==> src/shared/udi_map.svh <==
// register map, field positions, reset values and timing of the dma/irq block
// assumes a 32-bit axi4-lite bus with byte addresses in the low 8 bits
`ifndef UDI_MAP_SVH
`define UDI_MAP_SVH
`define UDI_A_HW      8'h00
`define UDI_A_START   8'h04
`define UDI_A_CFG     8'h08
`define UDI_A_LEN     8'h0C
`define UDI_A_STAT    8'h10
`define UDI_A_IEN     8'h14
`define UDI_A_EDGE    8'h18
`define UDI_A_ORM0    8'h20
`define UDI_A_ORM1    8'h24
`define UDI_A_ORM2    8'h28
`define UDI_A_ANDM0   8'h30
`define UDI_A_ANDM1   8'h34
`define UDI_A_ANDM2   8'h38
`define UDI_A_ATLTO   8'h3C
`define UDI_A_CUR     8'h40
`define UDI_B_GATE    0
`define UDI_B_TRIG    1
`define UDI_B_POL     2
`define UDI_B_REQHI   5
`define UDI_B_GNTHI   6
`define UDI_B_BUS32   8
`define UDI_B_GO      1
`define UDI_B_BURST   8
`define UDI_B_DMADONE 3
`define UDI_B_CAT0    7
`define UDI_B_GAP     24
`define UDI_CLK_NS    100
`define UDI_PW_DEF_NS 500
`define UDI_PW_DEF_CYC ((`UDI_PW_DEF_NS + `UDI_CLK_NS - 1) / `UDI_CLK_NS)
`define UDI_PW_MUL    5
`define UDI_PW_SHIFT  5
`define UDI_GAP_SHIFT 8
`define UDI_EDGE_RST  (32'((`UDI_PW_DEF_CYC << `UDI_PW_SHIFT) / `UDI_PW_MUL))
`define UDI_RESP_OK   2'b00
`define UDI_RESP_ERR  2'b10
`endif

==> src/shared/udi_pkg.sv <==
// types of the dma/irq block
// assumes udi_map.svh for all numeric constants
package udi_pkg;
    typedef enum logic [1:0] {
        UDI_IDLE = 2'b00,
        UDI_REQ  = 2'b01,
        UDI_HOLD = 2'b10
    } udi_dma_e;
    typedef struct packed {
        logic        edge_mode;
        logic        pol_high;
        logic [15:0] pw_field;
        logic [7:0]  gap_field;
    } udi_shape_cfg_s;
    typedef struct packed {
        logic        act;
        logic        prev;
        logic        pend;
        logic [15:0] pcnt;
        logic [15:0] gcnt;
        logic        pin;
    } udi_shape_s;
    typedef struct packed {
        udi_dma_e         dma;
        logic [15:0]      addr;
        logic [16:0]      remain;
        logic [7:0]       bcnt;
        logic [31:0]      hw;
        logic [31:0]      start;
        logic [31:0]      cfg;
        logic [31:0]      len;
        logic [31:0]      status;
        logic [31:0]      ien;
        logic [31:0]      edge_sh;
        logic [2:0][31:0] orm;
        logic [2:0][31:0] andm;
        logic [15:0]      atl_to;
        logic [15:0]      tmr;
        logic             atl_pend;
        logic [2:0]       cond_q;
        logic             req_pin;
        logic [15:0]      maddr;
        logic             mwe;
        logic             mre;
        logic [3:0]       mbe;
        logic             aw_got;
        logic             w_got;
        logic [7:0]       awaddr;
        logic [31:0]      wdata;
        logic [3:0]       wstrb;
        logic             awready;
        logic             wready;
        logic             bvalid;
        logic [1:0]       bresp;
        logic             arready;
        logic             rvalid;
        logic [31:0]      rdata;
        logic [1:0]       rresp;
    } udi_core_s;
endpackage

==> src/hdl/udi_irq_shaper.sv <==
// interrupt pin shaper: level or fixed pulse, minimum gap, polarity
// assumes want is a registered level from the status logic
`include "udi_map.svh"
module udi_irq_shaper
    import udi_pkg::*;
(
    // clock and reset
    input  wire logic           clk,
    input  wire logic           rst,
    // control
    input  wire udi_shape_cfg_s cfg,
    input  wire logic           want,
    // pin
    output logic                irq_pin
);
    udi_shape_s s;
    udi_shape_s next_s;
    logic [15:0] pw_cyc;
    logic [15:0] gap_cyc;
    logic        start;
    ////////////////////////////////////////////////////////////////////////
    assign pw_cyc  = 16'((32'(cfg.pw_field) * `UDI_PW_MUL) >> `UDI_PW_SHIFT);
    assign gap_cyc = 16'({cfg.gap_field, 8'h00} >> (8 - `UDI_GAP_SHIFT));
    assign start   = cfg.edge_mode && s.pcnt == 16'h0 && s.gcnt == 16'h0
                     && (s.pend || (want && !s.prev));
    always_comb begin
        next_s = s;
        next_s.prev = want;
        if (!cfg.edge_mode) begin
            next_s.act  = want;
            next_s.pend = 1'b0;
            next_s.pcnt = 16'h0;
            next_s.gcnt = 16'h0;
        end else if (start) begin
            next_s.act  = 1'b1;
            next_s.pend = 1'b0;
            next_s.pcnt = (pw_cyc == 16'h0) ? 16'h1 : pw_cyc;
        end else begin
            next_s.pend = s.pend || (want && !s.prev);
            if (s.pcnt != 16'h0) begin
                next_s.pcnt = s.pcnt - 16'h1;
                if (s.pcnt == 16'h1) begin
                    next_s.act  = 1'b0;
                    next_s.gcnt = gap_cyc;
                end
            end else if (s.gcnt != 16'h0) begin
                next_s.gcnt = s.gcnt - 16'h1;
            end
        end
        next_s.pin = next_s.act ~^ cfg.pol_high;
    end
    always_ff @(posedge clk) begin
        if (rst) begin
            s     <= '0;
            s.pin <= 1'b1;
        end else begin
            s <= next_s;
        end
    end
    assign irq_pin = s.pin;
endmodule

==> src/hdl/udi_dma_irq.sv <==
// slave dma handshake and interrupt request logic, axi4-lite register slave
// assumes pins synchronous to CLK_SYS, one-cycle read/write strobes per beat
//
// Design decisions made here: the register offsets and the AXI4-Lite register port.
`include "udi_map.svh"
module udi_dma_irq
    import udi_pkg::*;
(
    // clock and reset
    input  wire logic             CLK_SYS,
    input  wire logic             RST,
    // axi4-lite write
    input  wire logic [7:0]       S_AXI_AWADDR,
    input  wire logic             S_AXI_AWVALID,
    output logic                  S_AXI_AWREADY,
    input  wire logic [31:0]      S_AXI_WDATA,
    input  wire logic [3:0]       S_AXI_WSTRB,
    input  wire logic             S_AXI_WVALID,
    output logic                  S_AXI_WREADY,
    output logic [1:0]            S_AXI_BRESP,
    output logic                  S_AXI_BVALID,
    input  wire logic             S_AXI_BREADY,
    // axi4-lite read
    input  wire logic [7:0]       S_AXI_ARADDR,
    input  wire logic             S_AXI_ARVALID,
    output logic                  S_AXI_ARREADY,
    output logic [31:0]           S_AXI_RDATA,
    output logic [1:0]            S_AXI_RRESP,
    output logic                  S_AXI_RVALID,
    input  wire logic             S_AXI_RREADY,
    // dma pins
    output logic                  DMA_REQUEST,
    input  wire logic             DMA_GRANT,
    input  wire logic             DMA_RD,
    input  wire logic             DMA_WR,
    // memory port
    output logic [15:0]           MEM_ADDR,
    output logic                  MEM_WE,
    output logic                  MEM_RE,
    output logic [3:0]            MEM_BE,
    // descriptor done maps and interrupt
    input  wire logic [2:0][31:0] DONE_MAP,
    output logic                  IRQ
);
    udi_core_s      s;
    udi_core_s      next_s;
    udi_shape_cfg_s shp;
    logic [2:0]     wbytes;
    logic [7:0]     bcyc;
    logic           gnt;
    logic           beat;
    logic           last_xfer;
    logic           last_burst;
    logic           wr_do;
    logic           go_wr;
    logic [31:0]    wmask;
    logic [31:0]    clr;
    logic [31:0]    set;
    logic [2:0]     cond;
    logic [2:0]     rise;
    logic           atl_fire;
    logic           irq_want;
    logic           irq_pin;
    logic [3:0]     full_be;
    ////////////////////////////////////////////////////////////////////////
    // byte-lane merge for bus writes
    function automatic logic [31:0] mrg(input logic [31:0] o, input logic [31:0] d,
                                        input logic [3:0] b);
        logic [31:0] r;
        r = o;
        for (int i = 0; i < 4; i++) begin
            if (b[i]) begin
                r[8*i +: 8] = d[8*i +: 8];
            end
        end
        return r;
    endfunction
    ////////////////////////////////////////////////////////////////////////
    // dma helpers
    assign wbytes     = s.hw[`UDI_B_BUS32] ? 3'h4 : 3'h2;
    assign bcyc       = s.hw[`UDI_B_BUS32] ? {2'h0, s.cfg[`UDI_B_BURST+2 +: 6]}
                                           : {1'h0, s.cfg[`UDI_B_BURST+1 +: 7]};
    assign full_be    = s.hw[`UDI_B_BUS32] ? 4'hF : 4'h3;
    assign gnt        = DMA_GRANT ~^ s.hw[`UDI_B_GNTHI];
    assign beat       = gnt && (DMA_RD || DMA_WR) && s.dma != UDI_IDLE;
    assign last_xfer  = s.remain <= {14'h0, wbytes};
    assign last_burst = (bcyc <= 8'h1) || (s.bcnt == bcyc - 8'h1);
    // register write helpers
    assign wr_do = s.aw_got && s.w_got && !s.bvalid;
    assign wmask = mrg(32'h0, s.wdata, s.wstrb);
    assign go_wr = wr_do && s.awaddr == `UDI_A_CFG && wmask[`UDI_B_GO];
    ////////////////////////////////////////////////////////////////////////
    // done-map mask conditions
    genvar k;
    generate
        for (k = 0; k < 3; k++) begin : g_cat
            assign cond[k] = (|(DONE_MAP[k] & s.orm[k]))
                || (|s.andm[k] && (DONE_MAP[k] & s.andm[k]) == s.andm[k]);
        end
    endgenerate
    assign rise     = cond & ~s.cond_q;
    assign atl_fire = (s.atl_to == 16'h0) ? rise[2]
                    : (s.tmr == 16'h0 && (s.atl_pend || rise[2]));
    ////////////////////////////////////////////////////////////////////////
    always_comb begin
        next_s = s;
        clr    = 32'h0;
        set    = 32'h0;
        // bus channel handshakes
        if (S_AXI_AWVALID && s.awready) begin
            next_s.aw_got = 1'b1;
            next_s.awaddr = S_AXI_AWADDR;
        end
        if (S_AXI_WVALID && s.wready) begin
            next_s.w_got = 1'b1;
            next_s.wdata = S_AXI_WDATA;
            next_s.wstrb = S_AXI_WSTRB;
        end
        if (s.bvalid && S_AXI_BREADY) begin
            next_s.bvalid = 1'b0;
        end
        if (s.rvalid && S_AXI_RREADY) begin
            next_s.rvalid = 1'b0;
        end
        // register writes
        if (wr_do) begin
            next_s.aw_got = 1'b0;
            next_s.w_got  = 1'b0;
            next_s.bvalid = 1'b1;
            next_s.bresp  = `UDI_RESP_OK;
            case (s.awaddr)
                `UDI_A_HW:    next_s.hw      = mrg(s.hw, s.wdata, s.wstrb);
                `UDI_A_START: next_s.start   = mrg(s.start, s.wdata, s.wstrb);
                `UDI_A_CFG:   next_s.cfg     = mrg(s.cfg, s.wdata, s.wstrb);
                `UDI_A_LEN:   next_s.len     = mrg(s.len, s.wdata, s.wstrb);
                `UDI_A_STAT:  clr            = wmask;
                `UDI_A_IEN:   next_s.ien     = mrg(s.ien, s.wdata, s.wstrb);
                `UDI_A_EDGE:  next_s.edge_sh = mrg(s.edge_sh, s.wdata, s.wstrb);
                `UDI_A_ORM0:  next_s.orm[0]  = mrg(s.orm[0], s.wdata, s.wstrb);
                `UDI_A_ORM1:  next_s.orm[1]  = mrg(s.orm[1], s.wdata, s.wstrb);
                `UDI_A_ORM2:  next_s.orm[2]  = mrg(s.orm[2], s.wdata, s.wstrb);
                `UDI_A_ANDM0: next_s.andm[0] = mrg(s.andm[0], s.wdata, s.wstrb);
                `UDI_A_ANDM1: next_s.andm[1] = mrg(s.andm[1], s.wdata, s.wstrb);
                `UDI_A_ANDM2: next_s.andm[2] = mrg(s.andm[2], s.wdata, s.wstrb);
                `UDI_A_ATLTO: next_s.atl_to  = 16'(mrg({16'h0, s.atl_to}, s.wdata, s.wstrb));
                default:      next_s.bresp   = `UDI_RESP_ERR;
            endcase
        end
        // register reads
        if (S_AXI_ARVALID && s.arready) begin
            next_s.rvalid = 1'b1;
            next_s.rresp  = `UDI_RESP_OK;
            case (S_AXI_ARADDR)
                `UDI_A_HW:    next_s.rdata = s.hw;
                `UDI_A_START: next_s.rdata = s.start;
                `UDI_A_CFG:   next_s.rdata = {s.cfg[31:2], s.dma != UDI_IDLE, s.cfg[0]};
                `UDI_A_LEN:   next_s.rdata = s.len;
                `UDI_A_STAT:  next_s.rdata = s.status;
                `UDI_A_IEN:   next_s.rdata = s.ien;
                `UDI_A_EDGE:  next_s.rdata = s.edge_sh;
                `UDI_A_ORM0:  next_s.rdata = s.orm[0];
                `UDI_A_ORM1:  next_s.rdata = s.orm[1];
                `UDI_A_ORM2:  next_s.rdata = s.orm[2];
                `UDI_A_ANDM0: next_s.rdata = s.andm[0];
                `UDI_A_ANDM1: next_s.rdata = s.andm[1];
                `UDI_A_ANDM2: next_s.rdata = s.andm[2];
                `UDI_A_ATLTO: next_s.rdata = {16'h0, s.atl_to};
                `UDI_A_CUR:   next_s.rdata = {s.addr, 15'h0, s.dma != UDI_IDLE};
                default: begin
                    next_s.rdata = 32'h0;
                    next_s.rresp = `UDI_RESP_ERR;
                end
            endcase
        end
        // dma beats; a qualified beat moves strobes, address and count; HOLD returns to REQ once grant drops
        next_s.mwe = 1'b0;
        next_s.mre = 1'b0;
        if (beat) begin
            next_s.maddr  = s.addr;
            next_s.mwe    = DMA_WR;
            next_s.mre    = DMA_RD && !DMA_WR;
            next_s.mbe    = (DMA_WR && s.remain < {14'h0, wbytes})
                          ? 4'((5'h1 << s.remain[1:0]) - 5'h1) : full_be;
            next_s.addr   = s.addr + {13'h0, wbytes};
            next_s.remain = last_xfer ? 17'h0 : 17'(s.remain - {14'h0, wbytes});
            next_s.bcnt   = s.bcnt + 8'h1;
            if (last_xfer) begin
                next_s.dma = UDI_IDLE;
                set[`UDI_B_DMADONE] = 1'b1;
            end else if (last_burst) begin
                next_s.dma  = UDI_HOLD;
                next_s.bcnt = 8'h0;
            end
        end else if (s.dma == UDI_HOLD && !gnt) begin
            next_s.dma = UDI_REQ;
        end
        // programming starts a new transfer and replaces any running one
        if (go_wr) begin
            next_s.dma    = UDI_REQ;
            next_s.addr   = s.start[15:0];
            next_s.remain = s.len[16:0];
            next_s.bcnt   = 8'h0;
        end
        next_s.req_pin = (next_s.dma == UDI_REQ) ~^ next_s.hw[`UDI_B_REQHI];
        // async-list interval timer
        next_s.cond_q = cond;
        if (s.atl_to != 16'h0) begin
            next_s.atl_pend = (s.atl_pend || rise[2]) && !atl_fire;
            next_s.tmr      = (s.tmr == 16'h0) ? s.atl_to - 16'h1 : s.tmr - 16'h1;
        end else begin
            next_s.atl_pend = 1'b0;
            next_s.tmr      = 16'h0;
        end
        // status: set wins over clear
        set[`UDI_B_CAT0 +: 3] = {atl_fire, rise[1:0]};
        next_s.status = (s.status & ~clr) | set;
        // readies from flops
        next_s.awready = !next_s.aw_got && !next_s.bvalid;
        next_s.wready  = !next_s.w_got && !next_s.bvalid;
        next_s.arready = !next_s.rvalid;
    end
    always_ff @(posedge CLK_SYS) begin
        if (RST) begin
            s         <= '0;
            s.dma     <= UDI_IDLE;
            s.edge_sh <= `UDI_EDGE_RST;
            s.req_pin <= 1'b1;
            s.awready <= 1'b1;
            s.wready  <= 1'b1;
            s.arready <= 1'b1;
        end else begin
            s <= next_s;
        end
    end
    ////////////////////////////////////////////////////////////////////////
    // interrupt line
    assign irq_want      = s.hw[`UDI_B_GATE] && |(s.status & s.ien);
    assign shp.edge_mode = s.hw[`UDI_B_TRIG];
    assign shp.pol_high  = s.hw[`UDI_B_POL];
    assign shp.pw_field  = s.edge_sh[15:0];
    assign shp.gap_field = s.edge_sh[`UDI_B_GAP +: 8];
    udi_irq_shaper u_shape (
        .clk     (CLK_SYS),
        .rst     (RST),
        .cfg     (shp),
        .want    (irq_want),
        .irq_pin (irq_pin)
    );
    ////////////////////////////////////////////////////////////////////////
    // outputs
    assign S_AXI_AWREADY = s.awready;
    assign S_AXI_WREADY  = s.wready;
    assign S_AXI_BVALID  = s.bvalid;
    assign S_AXI_BRESP   = s.bresp;
    assign S_AXI_ARREADY = s.arready;
    assign S_AXI_RVALID  = s.rvalid;
    assign S_AXI_RDATA   = s.rdata;
    assign S_AXI_RRESP   = s.rresp;
    assign DMA_REQUEST   = s.req_pin;
    assign MEM_ADDR      = s.maddr;
    assign MEM_WE        = s.mwe;
    assign MEM_RE        = s.mre;
    assign MEM_BE        = s.mbe;
    assign IRQ           = irq_pin;
endmodule

==> config.mk <==
export PLATFORM = sky130hd
export DESIGN_NAME = udi_dma_irq
export DESIGN_NICKNAME = d
export VERILOG_FILES = /design/src/shared/udi_pkg.sv /design/src/hdl/udi_irq_shaper.sv /design/src/hdl/udi_dma_irq.sv
export VERILOG_INCLUDE_DIRS = /design/src /design/src/shared
export SDC_FILE = /design/constraint.sdc
export NUM_CORES = 2
export LEC_CHECK = 0
export ABC_AREA = 1
export BUFFER_PORTS_ARGS = -buffer_cell sky130_fd_sc_hd__buf_2
export CELL_PAD_IN_SITES_DETAIL_PLACEMENT = 2
export CELL_PAD_IN_SITES_GLOBAL_PLACEMENT = 2
export CORE_MARGIN = 4
export CORE_UTILIZATION = 30
export CTS_BUF_LIST = sky130_fd_sc_hd__clkbuf_4 sky130_fd_sc_hd__clkbuf_8
export DETAILED_ROUTE_END_ITERATION = 7
export PLACE_DENSITY_LB_ADDON = 0.12
export SLEW_MARGIN = 20
export SYNTH_ARGS = -nofsm -noshare
export SYNTH_HDL_FRONTEND = slang
export SYNTH_SLANG_ARGS = --single-unit
==> constraint.sdc <==
create_clock -name CLK_SYS -period 4.2 [get_ports CLK_SYS]
set_input_delay 1.26 -clock CLK_SYS [delete_from_list [all_inputs] [get_ports CLK_SYS]]
set_output_delay 1.26 -clock CLK_SYS [all_outputs]
set_load 0.02 [all_outputs]
==> flow_summary.yaml <==
worst_setup_path:
  worstPathBufferInverterCount: 4
  crit_chain: "buf_4, inv_1, ha_1, inv_1, fa_1, inv_1, nand2_1, nor3_2, nand3_1, o21ai_2, nor2_4, a221oi_1, nor2_1"
  crit_slowest_cell: "fa_1"
  path_class: "reg -> reg"
  cp-start-kind: "register"
  cpPeakStageDelay_ns: 0.38
  critPathTopFamily: "simple AND/OR/NAND/NOR gates"
  cp_max_fo: 17
  worstPathRequired_ns: 4.82
  cp.arrival_ns: 3.74
  crit_path_end_kind: "register"
  crit_path_frequent_cell: "inv_1"
clock_tree:
  insertion_delay_ns: 0.80
  holdBufCountCts: 0
  cts_buffers: 120
  htree_levels: 3
  root_buffer: "clkbuf_8"
  cts_setup_buffers: 0
  clock_path_buffers: 3
  path_clk_slew_ns: 0.06
  cts_resized: 0
  cts_sinks: 638
  cts_tree: "built"
sta:
  finalClockSkew_ns: 0.0543
  drv_slew: 0
  setup_viol: 0
  slew_headroom: 0.223
  min_period_ns: 3.11
  rsz0062_at_grt: "no"
  finalSetupTns_ns: 0
  worstMarginPinSlew_ns: 1.16
  hold_violations: 0
  final.period_utilization: 0.741
  max_freq_mhz: 321
pwr:
  peakVddDrop_v: 0.000213
  p_leak_nw: 13.3
  pwr-share-comb: 0.043
  pwr-share-clk: 0.492
  intPower_mw: 10.1
  finalPower_mw: 13.6
  p_per_area_nw_per_um2: 386
  seq_power_share: 0.465
  swShare: 0.260
  p_switching_mw: 3.53
final_layout:
  regArea_um2: 12800
  nets: 4691
  multi_input_area_um2: 14800
  nFillCells: 12100
  area_growth_pct: 15.8
  drive_gt1_frac: 0.127
floorplan:
  rows: 116
  initial_utilization: 0.303
  die_x_um: 327
  core_um2: 100000
  die_h_um: 327
  ioPinCount: 223
  die_area_um2: 107000
global_route:
  grt_pass1_vias: 32800
  grt_antenna_before_repair: 4
  overflow: 0
  grt_pass1_wl_mm: 220
  grt_start_max_net_pins: 161
  grt_usage: 0.270
run_status:
  status: "completed"
synth:
  synthDistinctLibCells: 56
  synthFlopType: "dfxtp_1"
  synthesis.area_um2: 30400
  synthDominantCellAreaShare: 0.419
  yosysTopAreaCell: "dfxtp_1"
  ys_top_cells_by_count: "nand2_1, dfxtp_1, a21oi_1, inv_1, nor2_1"
  syn_avg_cell_area_um2: 7.02
  synthMostInstantiatedCell: "nand2_1"
  synth_edf_count: 0
  seq_area_frac_synth: 0.419
  synth.area.top_cells: "dfxtp_1, nand2_1, a21oi_1"
  synthArstFlopShare: 0
  synth_seq_cells: 638
  ys_warn_count: 0
  syn_inst: 4338
route:
  vias_per_cell: 5.33
  via_count: 31700
  wl_per_cell_um: 25.0
  wl_mm: 149
  drc_errors: 0
  drt_pass1_iterations: 5
  dr.first_iter.drc_count: 2354
  final_antenna_net_count: 0
hold_path:
  hp-class: "reg -> reg"
place:
  hpwl_mm: 113
  portBuffers: 220
  gp_congestion: 0.894
flow_run:
  cap_violations: 0
==> final cells by class <==
type / instances / share of cell area
multi-input cells: 2983 / 0.419
flip-flops and latches: 638 / 0.362
clock buffers: 199 / 0.0701
inverters: 468 / 0.0501
well taps: 1357 / 0.0482
repair buffers: 282 / 0.0462
clock inverters: 15 / 0.00415
diodes: 5 / 0.000355
==> flip-flops by register name (all words and copies together) (netlist names), 4 cells and up <==
signal	count
S_AXI_RDATA	32
MEM_BE	4
u_shape.s	35
s	540
MEM_ADDR	16
==> through the flow <==
step | hold WS (ns) | setup slack (ns) | cell area (um2) | util | cells
2_1_floorplan | 0.399 | 1.58 | 30500 | - | 4339
3_3_place_gp | 0.414 | 0.622 | 32600 | 0.325 | 5728
3_5_place_dp | 0.431 | 0.591 | 32600 | 0.325 | 5728
4_1_cts | 0.440 | 1.07 | 35200 | 0.351 | 5942
5_1_grt | 0.464 | 0.850 | 35200 | 0.351 | 5944
6_report | 0.438 | 1.09 | 35200 | 0.351 | 5947
==> power by group through the flow <==
stage / Combinational [mW] / Sequential [mW] / Clock, mW
3_5_place_dp: 0.576 / 6.45 / 0
3_3_place_gp: 0.569 / 6.45 / 0
5_1_grt: 0.626 / 6.32 / 7.13
4_1_cts: 0.579 / 6.31 / 6.84
2_1_floorplan: 0.328 / 6.28 / 0
6_report: 0.578 / 6.32 / 6.69
==> placed cells by master, fill, tap and decap left out, types with 6 or more instances in the layout <==
cell type,n
a31oi_1,25
nand3_1,104
nor2_1,370
o21ai_0,363
clkbuf_8,156
nor2_2,29
buf_4,58
inv_2,17
o2111ai_1,14
nor3_1,38
xor2_1,33
a21oi_1,536
o211ai_1,11
xnor2_1,11
dfxtp_1,638
buf_2,219
clkinv_2,9
a221oi_1,67
nor4_1,25
a211oi_1,35
nand3b_1,6
ha_1,38
inv_1,440
nand2_2,10
nand4_1,58
clkbuf_4,43
or2_2,9
a311oi_1,22
o22ai_1,90
clkinv_1,9
nor2_4,8
nand2_1,1018
a22o_1,17
==> routing by layer <==
metal / wire length [um] / track usage / part of all wire / vias to the layer above
met1: 70100 / 0.377 / 0.47 / 16000
li1: - / - / - / 14800
met2: 67900 / 0.442 / 0.46 / 838
met5: 13 / 0 / 0.000087 / -
met3: 7680 / 0.0381 / 0.052 / 181
met4: 3260 / 0.0606 / 0.022 / 2
==> worst reg2reg max path: stages (launching register included) <==
cell,delay [ns]
dfxtp_1,0.30
buf_4,0.19
inv_1,0.17
ha_1,0.17
inv_1,0.06
fa_1,0.38
inv_1,0.07
nand2_1,0.13
nor3_2,0.30
nand3_1,0.24
o21ai_2,0.34
nor2_4,0.17
a221oi_1,0.34
nor2_1,0.09
==> cells by family after synthesis <==
family                   count (synthesis)  synth area share
AND/OR/NAND/NOR                       1694             0.231
adder cells (fa/ha/maj)                 40            0.0169
other                                    1          0.000123
XOR/XNOR                                44            0.0127
flip-flops                             638             0.419
AO/OA/AOI/OAI                         1203             0.223
buffers and inverters                  718            0.0967
==> path summary, 6_finish.rpt <==
kind	depth (start not counted)	slack, ns	to	from
max	13	1.09	s[578]	s[538]
min	1	0.44	s[409]	s[110]
max reg2reg	13	1.09	s[578]	s[538]
min reg2reg	1	0.44	s[409]	s[110]
Power figures use the tool's default switching activity.
